===== config.mk =====
export PLATFORM = sky130hd
export DESIGN_NAME = level_monitor_device_flat
export DESIGN_NICKNAME = d
export VERILOG_FILES = /design/src/hdl/level_monitor_pkg.sv /design/src/hdl/level_link_if.sv /design/src/hdl/level_monitor_device.sv /design/src/flat_wrapper.sv
export SDC_FILE = /design/constraint.sdc
export NUM_CORES = 1
export LEC_CHECK = 0
export BUFFER_PORTS_ARGS = -buffer_cell sky130_fd_sc_hd__buf_2
export CAP_MARGIN = 25
export CORE_ASPECT_RATIO = 1.2
export CORE_MARGIN = 5
export CORE_UTILIZATION = 59
export DETAILED_ROUTE_END_ITERATION = 12
export PLACE_DENSITY = 0.79
export SETUP_SLACK_MARGIN = 0.2
export SYNTH_ARGS = -nofsm -noshare
export SYNTH_HDL_FRONTEND = slang
export SYNTH_SLANG_ARGS = --single-unit

===== constraint.sdc =====
create_clock -name clock -period 6.8 [get_ports clock]
set_input_delay 1.36 -clock clock [delete_from_list [all_inputs] [get_ports clock]]
set_output_delay 1.36 -clock clock [all_outputs]
set_load 0.02 [all_outputs]

===== src/hdl/level_monitor_pkg.sv =====
// Constants, types and frame helpers shared by the level monitor ends
// Operation
// RULE1 - Each channel drives its own threshold pin
// RULE2 - Overrange indicator follows its sample latency
// RULE3 - Overrange may ride in control bits
// RULE4 - Eight sticky overrange bits until software clears
// RULE5 - Clear register clears only selected sticky bits
// RULE6 - Flag sets at once above upper threshold
// RULE7 - Flag clears after below-lower longer than dwell
// RULE8 - Upper compare path latency is 28 cycles
// RULE9 - Lower threshold 13 bits, full resolution compare
// RULE10 - Dwell 1 to 65535 cycles, two bytes
// RULE11 - Software enables flag in control selections
// RULE12 - Peak over 24-bit period, 13-bit result
// RULE13 - Software programs only even period values
// RULE14 - Monitor control bit 1 enables peak detector
// RULE15 - Enable loads period into decimated countdown
// RULE16 - Store starts with magnitude, keeps maximum
// RULE17 - At count one copy peak, reload, restart
// RULE18 - Software sets link enable bits for stream
// RULE19 - Up to three control bits, MSB first
// RULE20 - Software programs selections and bit count
// RULE21 - Peak frame 25 bits as five subframes
// RULE22 - Output word 16 bits, 14 plus zeros
// RULE23 - Subframe starts with one; idle slots zero
// RULE24 - Byte pairs take effect after high byte
package level_monitor_pkg;
	// Widths and counts
	localparam int ADDR_W = 12;
	localparam int DATA_W = 8;
	localparam int SAMPLE_W = 14;
	localparam int MAG_W = 13;
	localparam int CHANNELS = 2;
	localparam int VCONV = 8;
	localparam int CTRL_SLOTS = 3;
	localparam int WORD_W = 16;
	localparam int UPPER_LATENCY = 28;
	localparam int PERIOD_W = 24;
	localparam int DWELL_W = 16;
	localparam int FRAME_BITS = 25;
	localparam int SUBFRAME_BITS = 5;
	localparam int SUBFRAMES = 5;
	localparam int NIBBLE = 4;
	localparam int PAYLOAD_BITS = 20;
	localparam int PEAK_PAD = 7;
	localparam int COUNT_W = 5;
	// Register offsets
	localparam logic [ADDR_W-1:0] OFF_UPPER_LOW = 12'h247;
	localparam logic [ADDR_W-1:0] OFF_UPPER_HIGH = 12'h248;
	localparam logic [ADDR_W-1:0] OFF_LOWER_LOW = 12'h249;
	localparam logic [ADDR_W-1:0] OFF_LOWER_HIGH = 12'h24A;
	localparam logic [ADDR_W-1:0] OFF_DWELL_LOW = 12'h24B;
	localparam logic [ADDR_W-1:0] OFF_DWELL_HIGH = 12'h24C;
	localparam logic [ADDR_W-1:0] OFF_MON_CONTROL = 12'h270;
	localparam logic [ADDR_W-1:0] OFF_PERIOD_0 = 12'h271;
	localparam logic [ADDR_W-1:0] OFF_PERIOD_1 = 12'h272;
	localparam logic [ADDR_W-1:0] OFF_PERIOD_2 = 12'h273;
	localparam logic [ADDR_W-1:0] OFF_PEAK_LOW = 12'h274;
	localparam logic [ADDR_W-1:0] OFF_PEAK_HIGH = 12'h275;
	localparam logic [ADDR_W-1:0] OFF_LINK_EN_A = 12'h279;
	localparam logic [ADDR_W-1:0] OFF_LINK_EN_B = 12'h27A;
	localparam logic [ADDR_W-1:0] OFF_SEL_A = 12'h559;
	localparam logic [ADDR_W-1:0] OFF_SEL_B = 12'h55A;
	localparam logic [ADDR_W-1:0] OFF_OR_CLEAR = 12'h562;
	localparam logic [ADDR_W-1:0] OFF_OR_STATUS = 12'h563;
	localparam logic [ADDR_W-1:0] OFF_CTRL_COUNT = 12'h58F;
	// Field positions
	localparam int MON_ENABLE_BIT = 1;
	localparam int MON_CHSEL_BIT = 0;
	localparam int LINK_B_EN_BIT = 1;
	localparam logic [1:0] LINK_A_EN = 2'h3;
	// Reset values
	localparam logic [MAG_W-1:0] UPPER_RESET = 13'h1FFF;
	localparam logic [MAG_W-1:0] LOWER_RESET = 13'h0000;
	localparam logic [DWELL_W-1:0] DWELL_RESET = 16'h0001;
	localparam logic [PERIOD_W-1:0] PERIOD_RESET = 24'h000050;
	localparam logic [DATA_W-1:0] BYTE_ZERO = 8'h00;
	// Arithmetic constants
	localparam logic [SAMPLE_W-1:0] SAMPLE_ONE = 14'h0001;
	localparam logic [MAG_W-1:0] MAG_MAX = 13'h1FFF;
	localparam logic [DWELL_W-1:0] DWELL_ONE = 16'h0001;
	localparam logic [PERIOD_W-1:0] PERIOD_ONE = 24'h000001;
	localparam logic [COUNT_W-1:0] COUNT_ONE = 5'h01;
	localparam logic [COUNT_W-1:0] FRAME_LEN = 5'h19;
	localparam logic START_BIT = 1'b1;
	// Control bit sources
	typedef enum logic [1:0] {SRC_ZERO, SRC_OVERRANGE, SRC_FLAG, SRC_STREAM}
		ctrl_source_t;

	// Builds the framed peak: each subframe is a start bit and a nibble
	function automatic logic [FRAME_BITS-1:0] frame_build(
		input logic [MAG_W-1:0] peak);
		logic [PAYLOAD_BITS-1:0] d;
		logic [FRAME_BITS-1:0] f;
		d = {peak, {PEAK_PAD{1'b0}}};
		f = '0;
		for (int k = 0; k < SUBFRAMES; k++) begin
			f[FRAME_BITS-1-SUBFRAME_BITS*k] = START_BIT;
			f[FRAME_BITS-2-SUBFRAME_BITS*k -: NIBBLE] =
				d[PAYLOAD_BITS-1-NIBBLE*k -: NIBBLE];
		end
		return f;
	endfunction

	// True when every subframe carries its start bit
	function automatic logic frame_ok(input logic [FRAME_BITS-1:0] f);
		logic ok;
		ok = 1'b1;
		for (int k = 0; k < SUBFRAMES; k++) begin
			ok = ok & (f[FRAME_BITS-1-SUBFRAME_BITS*k] == START_BIT);
		end
		return ok;
	endfunction

	// Recovers the 13-bit peak from a frame
	function automatic logic [MAG_W-1:0] frame_peak(
		input logic [FRAME_BITS-1:0] f);
		logic [PAYLOAD_BITS-1:0] d;
		d = '0;
		for (int k = 0; k < SUBFRAMES; k++) begin
			d[PAYLOAD_BITS-1-NIBBLE*k -: NIBBLE] =
				f[FRAME_BITS-2-SUBFRAME_BITS*k -: NIBBLE];
		end
		return d[PAYLOAD_BITS-1 -: MAG_W];
	endfunction
endpackage


===== src/hdl/level_link_if.sv =====
// Sample link between the monitor device and the control bit receiver
`timescale 1ns/100ps
interface level_link_if;
	import level_monitor_pkg::*;
	logic valid;
	logic [CHANNELS-1:0][WORD_W-1:0] word;
	logic [CHANNELS-1:0][CTRL_SLOTS-1:0] ctrl;
	modport tx (output valid, output word, output ctrl);
	modport rx (input valid, input word, input ctrl);
endinterface


===== src/hdl/level_monitor_device.sv =====
// Overrange, fast threshold detect, peak monitor and control bit insertion
//
// The strobed register port was chosen for this implementation.
`timescale 1ns/100ps
module level_monitor_device import level_monitor_pkg::*; #(
	parameter int LATENCY = UPPER_LATENCY
) (
	// Clock and reset
	input wire logic clock,
	input wire logic srst,
	// Register port
	input wire logic [ADDR_W-1:0] reg_addr,
	input wire logic [DATA_W-1:0] reg_wdata,
	input wire logic reg_write,
	input wire logic reg_read,
	output logic [DATA_W-1:0] reg_rdata,
	// Converter samples
	input wire logic sample_valid,
	input wire logic [CHANNELS-1:0][SAMPLE_W-1:0] sample_in,
	input wire logic [CHANNELS-1:0] sample_overrange,
	input wire logic [VCONV-1:0] vconv_overrange,
	input wire logic decimated_en,
	// Threshold pins
	output logic threshold_flag_pin_ch0,
	output logic threshold_flag_pin_ch1,
	// Link side
	level_link_if.tx link
);
	localparam int PIPE = LATENCY;

	logic [MAG_W-1:0] upper_threshold, lower_threshold;
	logic [DWELL_W-1:0] dwell_time;
	logic [PERIOD_W-1:0] period;
	logic [DATA_W-1:0] upper_pend, lower_pend, dwell_pend;
	logic [2*DATA_W-1:0] period_pend;
	logic [DATA_W-1:0] monitor_control, link_a, link_b, sel_a, sel_b;
	logic [DATA_W-1:0] or_clear, ctrl_count;
	logic [VCONV-1:0] or_status;
	logic [MAG_W-1:0] peak_hold, peak_store;
	logic [PERIOD_W-1:0] timer;
	logic en_q, new_peak;
	logic [FRAME_BITS-1:0] frame_shift;
	logic [COUNT_W-1:0] bits_left;
	logic [CHANNELS-1:0] fd;
	logic [CHANNELS-1:0][MAG_W-1:0] mag;
	logic [CHANNELS-1:0][SAMPLE_W-1:0] stage_word;
	logic [CHANNELS-1:0] stage_or;
	logic [PIPE-1:0] valid_pipe;

	// Register write decode
	wire wr_upper_low = reg_write && reg_addr == OFF_UPPER_LOW;
	wire wr_upper_high = reg_write && reg_addr == OFF_UPPER_HIGH;
	wire wr_lower_low = reg_write && reg_addr == OFF_LOWER_LOW;
	wire wr_lower_high = reg_write && reg_addr == OFF_LOWER_HIGH;
	wire wr_dwell_low = reg_write && reg_addr == OFF_DWELL_LOW;
	wire wr_dwell_high = reg_write && reg_addr == OFF_DWELL_HIGH;
	wire wr_period_0 = reg_write && reg_addr == OFF_PERIOD_0;
	wire wr_period_1 = reg_write && reg_addr == OFF_PERIOD_1;
	wire wr_period_2 = reg_write && reg_addr == OFF_PERIOD_2;
	wire wr_mon = reg_write && reg_addr == OFF_MON_CONTROL;
	wire wr_link_a = reg_write && reg_addr == OFF_LINK_EN_A;
	wire wr_link_b = reg_write && reg_addr == OFF_LINK_EN_B;
	wire wr_sel_a = reg_write && reg_addr == OFF_SEL_A;
	wire wr_sel_b = reg_write && reg_addr == OFF_SEL_B;
	wire wr_or_clear = reg_write && reg_addr == OFF_OR_CLEAR;
	wire wr_count = reg_write && reg_addr == OFF_CTRL_COUNT;

	// Read selection; unmapped addresses read zero
	wire [DATA_W-1:0] read_mux =
		reg_addr == OFF_UPPER_LOW ? upper_threshold[7:0] :
		reg_addr == OFF_UPPER_HIGH ? {3'h0, upper_threshold[12:8]} :
		reg_addr == OFF_LOWER_LOW ? lower_threshold[7:0] :
		reg_addr == OFF_LOWER_HIGH ? {3'h0, lower_threshold[12:8]} :
		reg_addr == OFF_DWELL_LOW ? dwell_time[7:0] :
		reg_addr == OFF_DWELL_HIGH ? dwell_time[15:8] :
		reg_addr == OFF_MON_CONTROL ? monitor_control :
		reg_addr == OFF_PERIOD_0 ? period[7:0] :
		reg_addr == OFF_PERIOD_1 ? period[15:8] :
		reg_addr == OFF_PERIOD_2 ? period[23:16] :
		reg_addr == OFF_PEAK_LOW ? peak_hold[7:0] :
		reg_addr == OFF_PEAK_HIGH ? {3'h0, peak_hold[12:8]} :
		reg_addr == OFF_LINK_EN_A ? link_a :
		reg_addr == OFF_LINK_EN_B ? link_b :
		reg_addr == OFF_SEL_A ? sel_a :
		reg_addr == OFF_SEL_B ? sel_b :
		reg_addr == OFF_OR_CLEAR ? or_clear :
		reg_addr == OFF_OR_STATUS ? or_status :
		reg_addr == OFF_CTRL_COUNT ? ctrl_count : BYTE_ZERO;

	// Sticky overrange: new events win over the clear mask
	wire [VCONV-1:0] next_or_status =
		(or_status & ~or_clear) | vconv_overrange; // [RULE4] [RULE5]

	// Multi-byte registers commit on the high byte
	always_ff @(posedge clock) begin
		if (srst) begin
			upper_pend <= BYTE_ZERO;
			lower_pend <= BYTE_ZERO;
			dwell_pend <= BYTE_ZERO;
			period_pend <= '0;
			upper_threshold <= UPPER_RESET;
			lower_threshold <= LOWER_RESET;
			dwell_time <= DWELL_RESET;
			period <= PERIOD_RESET;
		end else begin
			if (wr_upper_low) upper_pend <= reg_wdata;
			if (wr_lower_low) lower_pend <= reg_wdata;
			if (wr_dwell_low) dwell_pend <= reg_wdata;
			if (wr_period_0) period_pend[7:0] <= reg_wdata;
			if (wr_period_1) period_pend[15:8] <= reg_wdata;
			if (wr_upper_high)
				upper_threshold <= {reg_wdata[4:0], upper_pend}; // [RULE24]
			if (wr_lower_high)
				lower_threshold <= {reg_wdata[4:0], lower_pend}; // [RULE9]
			if (wr_dwell_high)
				dwell_time <= {reg_wdata, dwell_pend}; // [RULE10] [RULE24]
			if (wr_period_2)
				period <= {reg_wdata, period_pend}; // [RULE12] [RULE24]
		end
	end

	// Single byte control registers, status and read data
	always_ff @(posedge clock) begin
		if (srst) begin
			monitor_control <= BYTE_ZERO;
			link_a <= BYTE_ZERO;
			link_b <= BYTE_ZERO;
			sel_a <= BYTE_ZERO;
			sel_b <= BYTE_ZERO;
			or_clear <= BYTE_ZERO;
			ctrl_count <= BYTE_ZERO;
			or_status <= '0;
			reg_rdata <= BYTE_ZERO;
		end else begin
			if (wr_mon) monitor_control <= reg_wdata;
			if (wr_link_a) link_a <= reg_wdata;
			if (wr_link_b) link_b <= reg_wdata;
			if (wr_sel_a) sel_a <= reg_wdata;
			if (wr_sel_b) sel_b <= reg_wdata;
			if (wr_or_clear) or_clear <= reg_wdata;
			if (wr_count) ctrl_count <= reg_wdata;
			or_status <= next_or_status;
			reg_rdata <= reg_read ? read_mux : BYTE_ZERO;
		end
	end

	// Valid marker travels with the samples
	always_ff @(posedge clock) begin
		if (srst) valid_pipe <= '0;
		else valid_pipe <= {valid_pipe[PIPE-2:0], sample_valid};
	end

	// Per channel magnitude, compare pipeline and hysteresis
	for (genvar ch = 0; ch < CHANNELS; ch++) begin : g_chan
		logic [SAMPLE_W-1:0] absval;
		logic [PIPE-1:0] above_pipe, below_pipe, or_pipe;
		logic [SAMPLE_W-1:0] data_pipe [PIPE];
		logic [DWELL_W-1:0] below_count;
		logic hold_flag;
		assign absval = sample_in[ch][SAMPLE_W-1] ?
			(~sample_in[ch] + SAMPLE_ONE) : sample_in[ch];
		assign mag[ch] = absval[SAMPLE_W-1] ? MAG_MAX : absval[MAG_W-1:0];
		assign stage_word[ch] = data_pipe[PIPE-1];
		assign stage_or[ch] = or_pipe[PIPE-1];
		assign fd[ch] = hold_flag;

		// Delay line sets the 28-cycle sample to indicator latency
		always_ff @(posedge clock) begin
			if (srst) begin
				above_pipe <= '0;
				below_pipe <= '0;
				or_pipe <= '0;
			end else begin
				above_pipe <= {above_pipe[PIPE-2:0],
					mag[ch] > upper_threshold}; // [RULE6] [RULE8]
				below_pipe <= {below_pipe[PIPE-2:0],
					mag[ch] < lower_threshold}; // [RULE9]
				or_pipe <= {or_pipe[PIPE-2:0], sample_overrange[ch]}; // [RULE2]
			end
		end

		// Sample words share the same delay as the indicators
		always_ff @(posedge clock) begin
			data_pipe[0] <= sample_in[ch];
			for (int i = 1; i < PIPE; i++) data_pipe[i] <= data_pipe[i-1];
		end

		// Set at once; clear after staying below longer than dwell
		always_ff @(posedge clock) begin
			if (srst) begin
				hold_flag <= 1'b0;
				below_count <= '0;
			end else if (above_pipe[PIPE-1]) begin
				hold_flag <= 1'b1; // [RULE6]
				below_count <= '0;
			end else if (below_pipe[PIPE-1]) begin
				if (below_count >= dwell_time) hold_flag <= 1'b0; // [RULE7]
				else below_count <= below_count + DWELL_ONE; // [RULE10]
			end else begin
				below_count <= '0;
			end
		end
	end

	// Dedicated pins per channel
	assign threshold_flag_pin_ch0 = fd[0]; // [RULE1]
	assign threshold_flag_pin_ch1 = fd[1]; // [RULE1]

	// Peak monitor on the selected channel
	wire mon_en = monitor_control[MON_ENABLE_BIT]; // [RULE14]
	wire mon_start = mon_en && !en_q;
	wire [MAG_W-1:0] mon_mag = mag[monitor_control[MON_CHSEL_BIT]];

	// Countdown at the decimated rate, store keeps the maximum
	always_ff @(posedge clock) begin
		if (srst) begin
			en_q <= 1'b0;
			timer <= '0;
			peak_store <= '0;
			peak_hold <= '0;
			new_peak <= 1'b0;
		end else begin
			en_q <= mon_en;
			new_peak <= 1'b0;
			if (!mon_en) begin
				timer <= '0;
			end else if (mon_start) begin
				timer <= period; // [RULE15]
				peak_store <= mon_mag; // [RULE16]
			end else if (decimated_en) begin
				if (timer == PERIOD_ONE) begin
					peak_hold <= peak_store; // [RULE17] [RULE12]
					timer <= period; // [RULE17] [RULE13]
					peak_store <= mon_mag; // [RULE17]
					new_peak <= 1'b1;
				end else begin
					timer <= timer - PERIOD_ONE; // [RULE15]
					if (mon_mag > peak_store) peak_store <= mon_mag; // [RULE16]
				end
			end
		end
	end

	// Frame serializer, one bit per output sample, zero when idle
	wire stream_en = link_a[1:0] == LINK_A_EN && link_b[LINK_B_EN_BIT];
	wire stream_bit = bits_left != '0 && frame_shift[FRAME_BITS-1];
	always_ff @(posedge clock) begin
		if (srst) begin
			frame_shift <= '0;
			bits_left <= '0;
		end else if (new_peak && stream_en) begin
			frame_shift <= frame_build(peak_hold); // [RULE21] [RULE23]
			bits_left <= FRAME_LEN;
		end else if (bits_left != '0 && valid_pipe[PIPE-1]) begin
			frame_shift <= {frame_shift[FRAME_BITS-2:0], 1'b0}; // [RULE21]
			bits_left <= bits_left - COUNT_ONE;
		end
	end

	// Picks the source for one control bit slot
	function automatic logic pick(input logic [1:0] code,
		input logic orr, input logic flag, input logic strm);
		case (ctrl_source_t'(code))
			SRC_OVERRANGE: pick = orr; // [RULE3]
			SRC_FLAG: pick = flag; // [RULE11]
			SRC_STREAM: pick = strm; // [RULE23]
			default: pick = 1'b0;
		endcase
	endfunction

	// Link output stage: 14-bit word, two zero tail bits, control bits
	always_ff @(posedge clock) begin
		if (srst) begin
			link.valid <= 1'b0;
			link.word <= '0;
			link.ctrl <= '0;
		end else begin
			link.valid <= valid_pipe[PIPE-1];
			for (int c = 0; c < CHANNELS; c++) begin
				link.word[c] <= {stage_word[c], 2'h0}; // [RULE22]
				link.ctrl[c][2] <= ctrl_count[1:0] > 2'h0 &&
					pick(sel_a[1:0], stage_or[c], fd[c], stream_bit); // [RULE19]
				link.ctrl[c][1] <= ctrl_count[1:0] > 2'h1 &&
					pick(sel_a[3:2], stage_or[c], fd[c], stream_bit); // [RULE19]
				link.ctrl[c][0] <= ctrl_count[1:0] > 2'h2 &&
					pick(sel_b[1:0], stage_or[c], fd[c], stream_bit); // [RULE20]
			end
		end
	end
endmodule


===== src/flat_wrapper.sv =====
// flat-port wrapper written by rule: the top's interface ports become plain ports
module level_monitor_device_flat import level_monitor_pkg::*;
#(
	parameter int LATENCY = UPPER_LATENCY
)
  (clock, srst, reg_addr, reg_wdata, reg_write, reg_read, reg_rdata, sample_valid, sample_in, sample_overrange, vconv_overrange, decimated_en, threshold_flag_pin_ch0, threshold_flag_pin_ch1, link_valid, link_word, link_ctrl);
  level_link_if link_i ();
  input wire logic clock;
  input wire logic srst;
  input wire logic [ADDR_W-1:0] reg_addr;
  input wire logic [DATA_W-1:0] reg_wdata;
  input wire logic reg_write;
  input wire logic reg_read;
  output logic [DATA_W-1:0] reg_rdata;
  input wire logic sample_valid;
  input wire logic [CHANNELS-1:0][SAMPLE_W-1:0] sample_in;
  input wire logic [CHANNELS-1:0] sample_overrange;
  input wire logic [VCONV-1:0] vconv_overrange;
  input wire logic decimated_en;
  output logic threshold_flag_pin_ch0;
  output logic threshold_flag_pin_ch1;
  output wire logic [$bits(link_i.valid)-1:0] link_valid;
  output wire logic [$bits(link_i.word)-1:0] link_word;
  output wire logic [$bits(link_i.ctrl)-1:0] link_ctrl;
  assign link_valid = link_i.valid;
  assign link_word = link_i.word;
  assign link_ctrl = link_i.ctrl;
  level_monitor_device #(.LATENCY(LATENCY)) u_core (.clock(clock), .srst(srst), .reg_addr(reg_addr), .reg_wdata(reg_wdata), .reg_write(reg_write), .reg_read(reg_read), .reg_rdata(reg_rdata), .sample_valid(sample_valid), .sample_in(sample_in), .sample_overrange(sample_overrange), .vconv_overrange(vconv_overrange), .decimated_en(decimated_en), .threshold_flag_pin_ch0(threshold_flag_pin_ch0), .threshold_flag_pin_ch1(threshold_flag_pin_ch1), .link(link_i));
endmodule

# ---- After elaboration in Yosys (flattened, before gate mapping)
# Memories as Yosys holds them, arrays and structs flattened. A register that Yosys moved wholly into a read port is not among the register bits.
# Index checks and enable logic that the tools add are counted.
dict set report word_totals {
  ram_bits 784
  wordCells 204
  mem_count 2
  latchBits 0
  in_bits 64
  ff_bits 497
  out_inout_bits 49
  rom_bits 0
}
# name words width rd rd_clocked_by_memory_dff wr line
set memory_table {}
lappend memory_table {{u_core.g_chan[0].data_pipe} 28 14 28 1 28 level_monitor_device.sv:157} ;# logic [SAMPLE_W-1:0] data_pipe [PIPE];
lappend memory_table {{u_core.g_chan[1].data_pipe} 28 14 28 1 28 level_monitor_device.sv:157}
dict set report op_classes {
  muxes 55
  reduce_logical 46
  n_addsub 6
  eq_ne 30
  n_bitwise 11
  magnitude_cmp 11
  shifts 0
  div_mod_pow 0
  mul 0
}
# op n
set op_table {}
lappend op_table {{$eq A12 B10 Y1 const B} 14}
lappend op_table {{$mux W8} 19}
lappend op_table {{$mux W13} 8}
lappend op_table {{$mux W24} 3}
lappend op_table {{$eq A12 B11 Y1 const B} 5}
lappend op_table {{$mux W25} 2}
lappend op_table {{$gt A13 B13 Y1} 3}
lappend op_table {{$add A16 B1 Y16 const B} 2}
lappend op_table {{$ge A16 B16 Y1} 2}
lappend op_table {{$add A14 B1 Y14 const B} 2}
lappend op_table {{$mux W14} 2}
lappend op_table {{$not A14 Y14} 2}
lappend op_table {{$logic_and A1 B1 Y1} 27}
lappend op_table {{$lt A13 B13 Y1} 2}
lappend op_table {{$eq A24 B1 Y1 const B} 1}
lappend op_table {{$sub A24 B1 Y24 const B} 1}
lappend op_table {{$pmux W1 S3} 6}
lappend op_table {{$eq A2 B2 Y1 const B} 7}
lappend op_table {{$mux W1} 13}
lappend op_table {{$reduce_bool A2 Y1} 6}
lappend op_table {{$mux W5} 2}
lappend op_table {{$and A8 B8 Y8} 1}
lappend op_table {{$not A8 Y8} 1}
lappend op_table {{$or A8 B8 Y8} 1}
lappend op_table {{15 further kinds} 27}

# ---- Depth between registers and ports, before layout
# Gate-level depths: netlist (run 1).
dict set report depth {
  depth_word 20
  depth_mapped 16
  mapped_depth_nobuf 15
}

# ---- Least setup slack after synthesis (run 1)
# Ideal clock, no wire load.
dict set report synth_timing {
  kind {input port to flip-flop}
  from {input port sample_in[15] (netlist bit)}
  to {register u_core.peak_store[10]}
  required_time_ns 6.672
  path_stages 15
  arrival_ns 4.609
  path_slack_ns 2.063
  setup_ns 0.128
  n_path_buf 1
  path_cell_list {inv_1 > ha_1 > or4b_1 > or2_2 > o31a_1 > o21a_1 > mux2_2 > ha_1 > nand2_1 > or4_1 > nand3_1 > o221ai_4 > buf_4 > mux2i_1 > nor2_1}
}
dict set report synth_via {
  word_cells_on_any_way 13
  classes_between {add/sub (1); order compare (1); mux (8); bitwise (1); reduce/logical (2)}
}
# element line
set synth_lines {}
lappend synth_lines {{start: declaration} flat_wrapper.sv:16} ;# input wire logic [CHANNELS-1:0][SAMPLE_W-1:0] sample_in;
lappend synth_lines {{$not A14 Y14} level_monitor_device.sv:161} ;# (~sample_in[ch] + SAMPLE_ONE) : sample_in[ch];
lappend synth_lines {{$add A14 B1 Y14} level_monitor_device.sv:161}
lappend synth_lines {{$mux W14} level_monitor_device.sv:160} ;# assign absval = sample_in[ch][SAMPLE_W-1] ?
lappend synth_lines {{$mux W13} level_monitor_device.sv:162} ;# assign mag[ch] = absval[SAMPLE_W-1] ? MAG_MAX : absval[MAG_W-1:0];
lappend synth_lines {{$mux W13 (implied by the code) (2 in series)} level_monitor_device.sv:212} ;# wire [MAG_W-1:0] mon_mag = mag[monitor_control[MON_CHSEL_BIT]];
lappend synth_lines {{net u_core.mon_mag[12]} level_monitor_device.sv:212}
lappend synth_lines {{$gt A13 B13 Y1} level_monitor_device.sv:238} ;# if (mon_mag > peak_store) peak_store <= mon_mag;
lappend synth_lines {{$reduce_bool A3 Y1 (no line)} -}
lappend synth_lines {{$reduce_and A3 Y1 (no line)} -}
lappend synth_lines {{end signal: assignment} level_monitor_device.sv:229} ;# peak_store <= mon_mag;
lappend synth_lines {{end signal: assignment} level_monitor_device.sv:234} ;# peak_store <= mon_mag;
lappend synth_lines {{end signal: assignment} level_monitor_device.sv:238}
lappend synth_lines {{end: declaration} level_monitor_device.sv:39} ;# logic [MAG_W-1:0] peak_hold, peak_store;
# The timed path passes the listed nets, and every way through them passes these cells. The select of a mux whose other input is x is not followed.
# A chain may end at the register's enable or synchronous reset.

# ---- Worst setup path after layout (run 1)
dict set report layout_timing {
  from {input port sample_in[4] (netlist bit)}
  to {register u_core.peak_store[2]}
}
# Same word-level chain as after synthesis.

==> results of run 1 <==
-- worst max-delay path: cells and delay by family --
family | cells | cell delay, ps
mux | 1 | 240
compound gates | 6 | 1570
simple gates | 4 | 1680
buf+inv | 1 | 130
fa+ha+maj | 1 | 300
-- through the flow --
step	setup WS [ps]	std cells	power [mW]	util	hold slack, ps
6_report	2010	4357	14.6	0.669	295
5_1_grt	1640	4357	15.2	0.669	294
4_1_cts	2010	4356	14.8	0.669	292
3_5_place_dp	1290	4155	8.47	0.611	312
3_3_place_gp	1310	4153	8.45	0.610	310
2_1_floorplan	2060	3346	8.32	-	310
-- cells by family (layout without fill, tap and decap cells) --
kind of cell | after synthesis | after routing | share of synthesized area
AOI/OAI and AO/OA | 504 | 504 | 0.0838
adders and majority gates | 103 | 103 | 0.0339
and+or+nand+nor | 1078 | 1078 | 0.143
xor gates and xnor gates | 36 | 36 | 0.00828
buffers and inverters | 245 | 424 | 0.0256
muxes | 71 | 71 | 0.0190
DFF | 1305 | 1305 | 0.686
other | 1 | 4 | 0.0000985
-- registers in the layout, summed over array words and instances (netlist names), 21 cells and up --
name	cells
u_core.link.word	28
u_core.g_chan.above_pipe	56
u_core.valid_pipe	28
u_core.g_chan.data_pipe	784
u_core.g_chan.below_pipe	56
u_core.g_chan.or_pipe	56
u_core.timer	24
u_core.g_chan.below_count	32
u_core.period	24
u_core.frame_shift	21
-- layout make-up --
type / instances / share of cell area
Clock buffer: 151 / 0.0721
Inverter: 95 / 0.00830
Timing Repair Buffer: 128 / 0.0170
Sequential cell: 1305 / 0.608
Tap cell: 832 / 0.0242
Clock inverter: 50 / 0.0144
Multi-Input combinational cell: 1796 / 0.256
-- where the power goes --
part	internal, mW	leakage [nW]	switching, mW
Combinational	0.102	4.43	0.228
Clock	3.50	1.82	2.82
Sequential	7.91	10.8	0.0721
Total	11.5	17.1	3.12
-- metal layers --
layer / part of all wire / vias to the layer above / track usage / wire length (um)
met2: 0.50 / 708 / 0.411 / 41500
met4: 0.035 / 0 / 0.0910 / 2910
met1: 0.41 / 11300 / 0.294 / 33900
met5: 0 / - / 0 / 0
met3: 0.060 / 175 / 0.0443 / 5010
li1: - / 11500 / - / -
-- worst min path at each step --
stage                                               startpoint                                    endpoint
finish               u_core.g_chan[1].data_pipe[4][11]$_DFF_P_   u_core.g_chan[1].data_pipe[5][11]$_DFF_P_
global route         u_core.g_chan[1].data_pipe[4][11]$_DFF_P_   u_core.g_chan[1].data_pipe[5][11]$_DFF_P_
CTS                  u_core.g_chan[1].data_pipe[4][11]$_DFF_P_   u_core.g_chan[1].data_pipe[5][11]$_DFF_P_
detailed placement  u_core.g_chan[0].data_pipe[10][10]$_DFF_P_  u_core.g_chan[0].data_pipe[11][10]$_DFF_P_
global placement     u_core.g_chan[1].data_pipe[15][0]$_DFF_P_   u_core.g_chan[1].data_pipe[16][0]$_DFF_P_
floorplan             u_core.g_chan[0].data_pipe[9][0]$_DFF_P_   u_core.g_chan[0].data_pipe[10][0]$_DFF_P_
-- cell usage after synthesis, drive strengths merged (16+ instances only) --
| master | number |
|---|---|
| o22ai | 19 |
| a21oi | 210 |
| a22oi | 19 |
| ha | 103 |
| nor4 | 23 |
| xnor2 | 17 |
| a31oi | 20 |
| inv | 94 |
| nand2 | 335 |
| or3 | 16 |
| nand3 | 127 |
| o211ai | 24 |
| nor3 | 51 |
| nor2 | 180 |
| xor2 | 19 |
| mux2i | 61 |
| clkbuf | 118 |
| nand4 | 21 |
| nor2b | 239 |
| o21ai | 77 |
| buf | 32 |
| dfxtp | 1305 |
==> flow_metrics.tcl, run 1 <==
set metrics [dict create \
    status "finished, final reports clean" \
    fill_cells 4640 \
    grt_pass1_vias 23700 \
    yosysTopAreaCellShare 0.686 \
    vias 23700 \
    synth_async_sr_flop_share 0 \
    final_common_cell "dfxtp_1" \
    fmaxAchievable_mhz 209 \
    antenna_found_initial 1 \
    drt_iter0_drc 1889 \
    dp_hpwl_um 51400 \
    final_antenna_net_count 0 \
    diodes 0 \
    cts_resized 0 \
    htreeDepth 3 \
    power_density_mw_per_mm2 341 \
    cts_made_buffers 109 \
    critPathMaxFanout 16 \
    ios 113 \
    syn_area_per_cell_um2 11.4 \
    cpMostUsedCell "nor2_1" \
    cts_root_buf "clkbuf_16" \
    die_h_um 288 \
    rrSetupSlack_ps 3630 \
    drive_above_1_share 0.101 \
    cp-end-kind "flop" \
    cts_tree "built" \
    synthDistinctLibCells 79 \
    maxSlewHeadroom 0.325 \
    whs_path_depth 0 \
    numPortBuffers 108 \
    synth-warning-count 0 \
    post_dp_cell_area_mm2 0.0392 \
    ir_drop_uv 238 \
    hold_class "flop to flop" \
    netlist_instances 3343 \
    path_cells "buf_2 -> or4_1 -> nor4_1 -> nor2_1 -> a2bb2oi_1 -> ha_1 -> a21o_1 -> a2111oi_0 -> o21ai_0 -> a31oi_1 -> o221ai_4 -> mux2i_1 -> nor2_1" \
    clock_sinks 1305 \
    finalNetCount 3602 \
    period_share 0.704 \
    clock_skew_ps 48.1 \
    grt_use_total 0.236 \
    setup_violations 0 \
    fin_area_mm2 0.0430 \
    start_util 0.593 \
    yosysSeqAreaShare 0.686 \
    fin_crit_ps 4790 \
    setup_tns_ps 0 \
    r2r-end "u_core.g_chan[0].below_count[8]$_SDFFE_PP0N_" \
    core_mm2 0.0642 \
    setup.worst_path.start "sample_in[4]" \
    synth_ff_type "dfxtp_1" \
    first_pass_iters 6 \
    gp_congestion 0.957 \
    slew_viol_final 0 \
    slowest_stage "nor4_1" \
    hold_viol_final 0 \
    cts_hold_buf 0 \
    multiInputGateArea_mm2 0.0110 \
    synth_seq_cells 1305 \
    clkTransAtPathRegs_ps 70 \
    reg2reg_depth 9 \
    rows 102 \
    crit_path_end "u_core.peak_store[2]$_SDFFE_PP0P_" \
    crit_path_max_incr_delay_ps 790 \
    clk_latency_ps 700 \
    worst_pin_slew_ps 1010 \
    die_w_um 242 \
    grt_max_degree 104 \
    wl_per_cell_um 19.1 \
    cp-start-kind "input pin" \
    register_area_mm2 0.0261 \
    rsz0062_at_grt "false" \
    drt_wl_total_um 83300 \
    critPathKind "input pin to flop" \
    drc_errors 0 \
    final_cell_mix "dfxtp_1, nand2_1, nor2b_1" \
    arrival_ps 5300 \
    grt_overflow 0 \
    syn2layout_area_growth_pct 12.8 \
    via_per_inst 5.44 \
    grt_pass1_wl_um 132000 \
    cap_viol_max_count 0 \
    post_cts_buffers 0 \
    synth_area_leaders "dfxtp_1, nor2b_1, ha_1" \
    p_leak_nw 17.1 \
    syn-cell-area_mm2 0.0381 \
    clockBufferDepth 3 \
    synth_edf_count 0 \
    yosys.area.top_type "dfxtp_1" \
    required_ps 7310 \
    timing.rr.start "u_core.dwell_time[12]$_SDFFE_PP0P_" \
    die_area_mm2 0.0697 \
]
(Power assumes the default switching activity.)
==> run 2, diff against run 1 <==
==> constraint.sdc (replaced) <==
create_clock -name clock -period 4.8 [get_ports clock]
set_input_delay 0.96 -clock clock [delete_from_list [all_inputs] [get_ports clock]]
set_output_delay 0.96 -clock clock [all_outputs]
set_load 0.02 [all_outputs]
==> run 2 against run 1 <==
Effect of this change:
- highest routed layer unchanged
- clock power is 49% higher
- clock skew is 1.1 ps higher
- die area stayed put
- cell area is 1.0% higher
- critical endpoint is now u_core.peak_store[7]$_SDFFE_PP0P_
- sequential share of layout area is 0.61 points lower
==> flow_metrics.tcl, run 2 (same netlist as run 1, synthesis figures left out) <==
set metrics [dict create \
    grt_pass1_wl_um 129000 \
    cts_tree "built" \
    slew_viol_final 0 \
    die_h_um 288 \
    clk_latency_ps 680 \
    clkTransAtPathRegs_ps 60 \
    drt_iter0_drc 1899 \
    grt_overflow 0 \
    clock_skew_ps 49.2 \
    fill_cells 4645 \
    arrival_ps 4600 \
    grt_pass1_vias 23400 \
    status "finished, final reports clean" \
    die_w_um 242 \
    power_density_mw_per_mm2 489 \
    core_mm2 0.0642 \
    critPathMaxFanout 14 \
    ir_drop_uv 394 \
    drt_wl_total_um 83200 \
    numPortBuffers 108 \
    final_antenna_net_count 0 \
    fmaxAchievable_mhz 246 \
    top_register "u_core.g_chan.data_pipe" \
    fin_crit_ps 4070 \
    dp.cells 4186 \
    crit_path_max_incr_delay_ps 480 \
    vias 23800 \
    wl_per_cell_um 18.9 \
    slowest_stage "or4b_1" \
    htreeDepth 3 \
    final_common_cell "dfxtp_1" \
    finalNetCount 3634 \
    maxSlewHeadroom 0.363 \
    gp_congestion 0.947 \
    syn2layout_area_growth_pct 14.0 \
    finalNonFillerCells 4391 \
    hold_viol_final 0 \
    p_leak_nw 17.3 \
    diodes 0 \
    cts_made_buffers 111 \
    rows 102 \
    clock_sinks 1305 \
    fin_area_mm2 0.0434 \
    grt_max_degree 199 \
    final_cell_mix "dfxtp_1, nand2_1, nor2b_1" \
    setup_tns_ps 0 \
    grt_use_total 0.232 \
    dp_hpwl_um 51700 \
    start_util 0.593 \
    cts_hold_buf 0 \
    drive_above_1_share 0.107 \
    cts_root_buf "clkbuf_16" \
    largest_reg_flops 784 \
    via_per_inst 5.43 \
    fin_hold_ws_ps 296 \
    critPathKind "input pin to flop" \
    cts_resized 0 \
    post_cts_buffers 0 \
    drc_errors 0 \
    cp-end-kind "flop" \
    period_share 0.849 \
    worst_pin_slew_ps 956 \
    cap_viol_max_count 0 \
    setup_violations 0 \
    first_pass_iters 5 \
    ios 113 \
    die_area_mm2 0.0697 \
    cp-start-kind "input pin" \
    post_dp_cell_area_mm2 0.0395 \
    required_ps 5330 \
    rsz0062_at_grt "false" \
    antenna_found_initial 2 \
    path_cells "buf_2 -> inv_1 -> ha_1 -> or4b_1 -> or2_2 -> o31ai_1 -> mux2i_1 -> a2bb2oi_1 -> ha_1 -> o21a_1 -> o21bai_1 -> o21ai_0 -> a31oi_1 -> o221ai_4 -> buf_12 -> mux2i_1 -> nor2_1" \
    hold_class "flop to flop" \
    clockBufferDepth 3 \
]
[run 2: cell count changes in the layout (fill, tap and decap cells not counted), sizes merged]
cell	delta
clkinvlp	-2
buf	+30
bufinv	+8
clkbuf	+9
inv	-4
clkinv	-7
[run 2: path summary, 6_finish.rpt]
check / cells after the start / endpoint / slack (ps) / start
worst max-delay path: 17 / u_core.peak_store[7]$_SDFFE_PP0P_ / 730 / sample_in[14]
worst min-delay path: 0 / u_core.g_chan[0].data_pipe[6][8]$_DFF_P_ / 300 / u_core.g_chan[0].data_pipe[5][8]$_DFF_P_
worst max register to register: 11 / u_core.peak_store[7]$_SDFFE_PP0P_ / 1570 / u_core.monitor_control[0]$_SDFFE_PP0P_
worst min register to register: 0 / u_core.g_chan[0].data_pipe[6][8]$_DFF_P_ / 300 / u_core.g_chan[0].data_pipe[5][8]$_DFF_P_
[run 2: metal layers]
layer,routed length [um],GRT usage
met1,33700,0.290
met2,41000,0.404
met5,0,0
met4,3230,0.0936
met3,5260,0.0419
[run 2: final cells by class]
type	count	area (um^2)	share of cell area
inverter	95	357	0.00822
clock buffer	160	3160	0.0729
tap	832	1040	0.0240
multi-input combinational	1796	11000	0.253
timing repair buffer	158	955	0.0220
clock inverter	45	772	0.0178
sequential	1305	26100	0.602
[run 2: worst max-delay path: cells and delay by family]
family	cells	cell delay, ps
multiplexers	2	520
buffers and inverters	3	390
AO/OA/AOI/OAI	7	1360
AND/OR/NAND/NOR	3	870
adder cells (fa/ha/maj)	2	490
[run 2: per-stage QoR]
step	worst slack, ps	power, mW	util
2_1_floorplan	463	11.8	-
3_5_place_dp	71.6	12.0	0.615
6_report	727	21.2	0.676
3_3_place_gp	161	12.0	0.615
5_1_grt	535	21.9	0.676
4_1_cts	785	21.4	0.676
[run 2: power by group]
| part | switching (mW) | internal (mW) | leakage (nW) |
|---|---|---|---|
| Clock | 3.99 | 5.44 | 1.90 |
| Sequential | 0.102 | 11.2 | 10.8 |
| Combinational | 0.330 | 0.156 | 4.57 |
| Total | 4.42 | 16.8 | 17.3 |
==> run 3, diff against run 2 <==
--- a/config.mk
+++ b/config.mk
@@ -9,9 +9,9 @@
 export CAP_MARGIN = 25
 export CORE_ASPECT_RATIO = 1.2
 export CORE_MARGIN = 5
-export CORE_UTILIZATION = 59
+export CORE_UTILIZATION = 54
 export DETAILED_ROUTE_END_ITERATION = 12
-export PLACE_DENSITY = 0.79
+export PLACE_DENSITY = 0.76
 export SETUP_SLACK_MARGIN = 0.2
 export SYNTH_ARGS = -nofsm -noshare
 export SYNTH_HDL_FRONTEND = slang
==> constraint.sdc (replaced) <==
create_clock -name clock -period 3.6 [get_ports clock]
set_input_delay 0.72 -clock clock [delete_from_list [all_inputs] [get_ports clock]]
set_output_delay 0.72 -clock clock [all_outputs]
set_load 0.02 [all_outputs]
==> run 3 against run 2 <==
Effect of this change:
- first-iteration DRC count is 3.5% lower
- cell area increased by 3.4%
- via count grew 0.77%
- critical path depth is 1 higher
- setup slack worse by 610 ps
- cell count is 4.9% higher
- die area rose by 8.9%
- largest cell class unchanged
- largest power group unchanged
==> flow_metrics.tcl, run 3 (same netlist as run 1, synthesis figures left out) <==
set metrics [dict create \
    status "finished, final reports clean" \
    finalNetCount 3757 \
    syn2layout_area_growth_pct 17.8 \
    top_register "u_core.g_chan.data_pipe" \
    setup.worst_path.start "sample_in[15]" \
    setup_violations 0 \
    critPathMaxFanout 5 \
    comb_power_share 0.027 \
    drt_iter0_drc 1832 \
    cap_viol_max_count 0 \
    period_share 0.968 \
    internal-power_mw 22.7 \
    clock_power_share 0.446 \
    via_per_inst 5.22 \
    hold_class "input pin to flop" \
    start_util 0.546 \
    largest_reg_flops 784 \
    cts_root_buf "clkbuf_16" \
    slew_viol_final 0 \
    antenna_found_initial 1 \
    netSwitchingPower_mw 5.86 \
    ios 113 \
    vias 24000 \
    diodes 0 \
    final_common_cell "dfxtp_1" \
    worst_pin_slew_ps 1030 \
    power_density_mw_per_mm2 637 \
    cts_made_buffers 113 \
    cp-start-kind "input pin" \
    clock_skew_ps 35.8 \
    switching_share 0.205 \
    fmaxAchievable_mhz 287 \
    clkTransAtPathRegs_ps 70 \
    critical-path-top-delay-family "compound AO/OA/AOI/OAI gates" \
    final_cell_mix "dfxtp_1, nand2_1, nor2b_1" \
    clk_latency_ps 700 \
    clockBufferDepth 3 \
    drt_wl_total_um 76700 \
    dp_hpwl_um 49500 \
    rows 106 \
    required_ps 4120 \
    fin_crit_ps 3490 \
    crit_path_max_incr_delay_ps 460 \
    cp-end-kind "flop" \
    hold_viol_final 0 \
    wl_per_cell_um 16.7 \
    first_pass_iters 8 \
    grt_pass1_vias 23300 \
    htreeDepth 3 \
    grt_use_total 0.200 \
    power_mw 28.6 \
    rsz0062_at_grt "true" \
    clock_sinks 1305 \
    gp_congestion 0.976 \
    die_area_mm2 0.0759 \
    drc_errors 0 \
    die_h_um 301 \
    slowest_stage "or4b_4" \
    cts_tree "built" \
    drive_above_1_share 0.148 \
    path_buf_inv 4 \
    die_w_um 252 \
    core_mm2 0.0698 \
    grt_overflow 0 \
    grt_max_degree 216 \
    timing.rr.start "u_core.monitor_control[0]$_SDFFE_PP0P_" \
    path_cells "buf_12 -> inv_12 -> ha_4 -> or4b_4 -> or2_4 -> buf_6 -> o31a_1 -> o21a_1 -> mux2_4 -> ha_4 -> nand2_2 -> o21bai_4 -> nor2_2 -> a31oi_2 -> o221ai_4 -> buf_12 -> mux2i_2 -> nor2_1" \
    ir_drop_uv 482 \
    worstHoldStart "sample_in[15]" \
    fill_cells 5374 \
    cts_hold_buf 0 \
    grt_pass1_wl_um 124000 \
    critPathKind "input pin to flop" \
    final_antenna_net_count 0 \
    maxSlewHeadroom 0.315 \
    numPortBuffers 108 \
    power_frac_seq 0.527 \
    setup_tns_ps 0 \
    p_leak_nw 18.0 \
    arrival_ps 4010 \
]
run 3: cell count changes in the layout (fill, tap and decap cells not counted), sizes merged:
cell,previous run,this run
buf,158,279
clkinvlp,4,10
inv,96,97
run 3: what timing repair did:
item / CTS / global route
setup endpoints to repair: 13 / 13
endpoints found under the hold margin: 0 / 0
pin swaps: 7 / 10
gates resized for setup: 13 / 17
buffers inserted: 2 / 3
run 3: power groups by stage:
stage                     logic, mW  clock network (mW)  registers (mW)
after global placement        0.730                   0            15.3
after floorplan               0.384                   0            15.3
after CTS                     0.753                13.1            15.1
final                         0.774                12.7            15.0
after global routing          0.845                13.7            15.1
after detailed placement      0.734                   0            15.4
run 3: area by class of cell:
class                      count  area (um^2)  share of cell area
tap                          918         1150              0.0256
clock inverter                52          820              0.0183
clock buffer                 160         3260              0.0728
inverter                      95          374             0.00834
multi-input combinational   1796        11200               0.250
timing repair buffer         279         1920              0.0428
sequential                  1305        26100               0.582
run 3: through the flow:
| step | std cells | hold WS (ps) | area [um^2] | utilization | worst slack (ps) |
|---|---|---|---|---|---|
| CTS | 4602 | 102 | 44700 | 0.641 | 184 |
| detailed placement | 4388 | 312 | 40600 | 0.582 | -696 |
| global placement | 4388 | 310 | 40600 | 0.582 | -639 |
| floorplan | 3346 | 310 | 38200 | - | -209 |
| global route | 4605 | 106 | 44900 | 0.643 | 8.96 |
| finish | 4605 | 151 | 44900 | 0.643 | 114 |
run 3: path summary, 6_finish.rpt:
| path | endpoint | slack (ps) | cells after the start |
|---|---|---|---|
| max reg2reg | u_core.peak_store[3]$_SDFFE_PP0P_ | 540 | 10 |
| min reg2reg | u_core.g_chan[1].data_pipe[4][10]$_DFF_P_ | 290 | 0 |
| max | u_core.peak_store[3]$_SDFFE_PP0P_ | 110 | 18 |
| min | u_core.g_chan[1].data_pipe[0][1]$_DFF_P_ | 150 | 1 |
run 3: per-layer routing:
layer  global-route usage  wire length (um)  vias up
met5                    0                13        -
met4               0.0698              2460        2
met3               0.0347              4720      167
met2                0.341             37500      702
met1                0.259             32100    11300
li1                     -                 -    11800
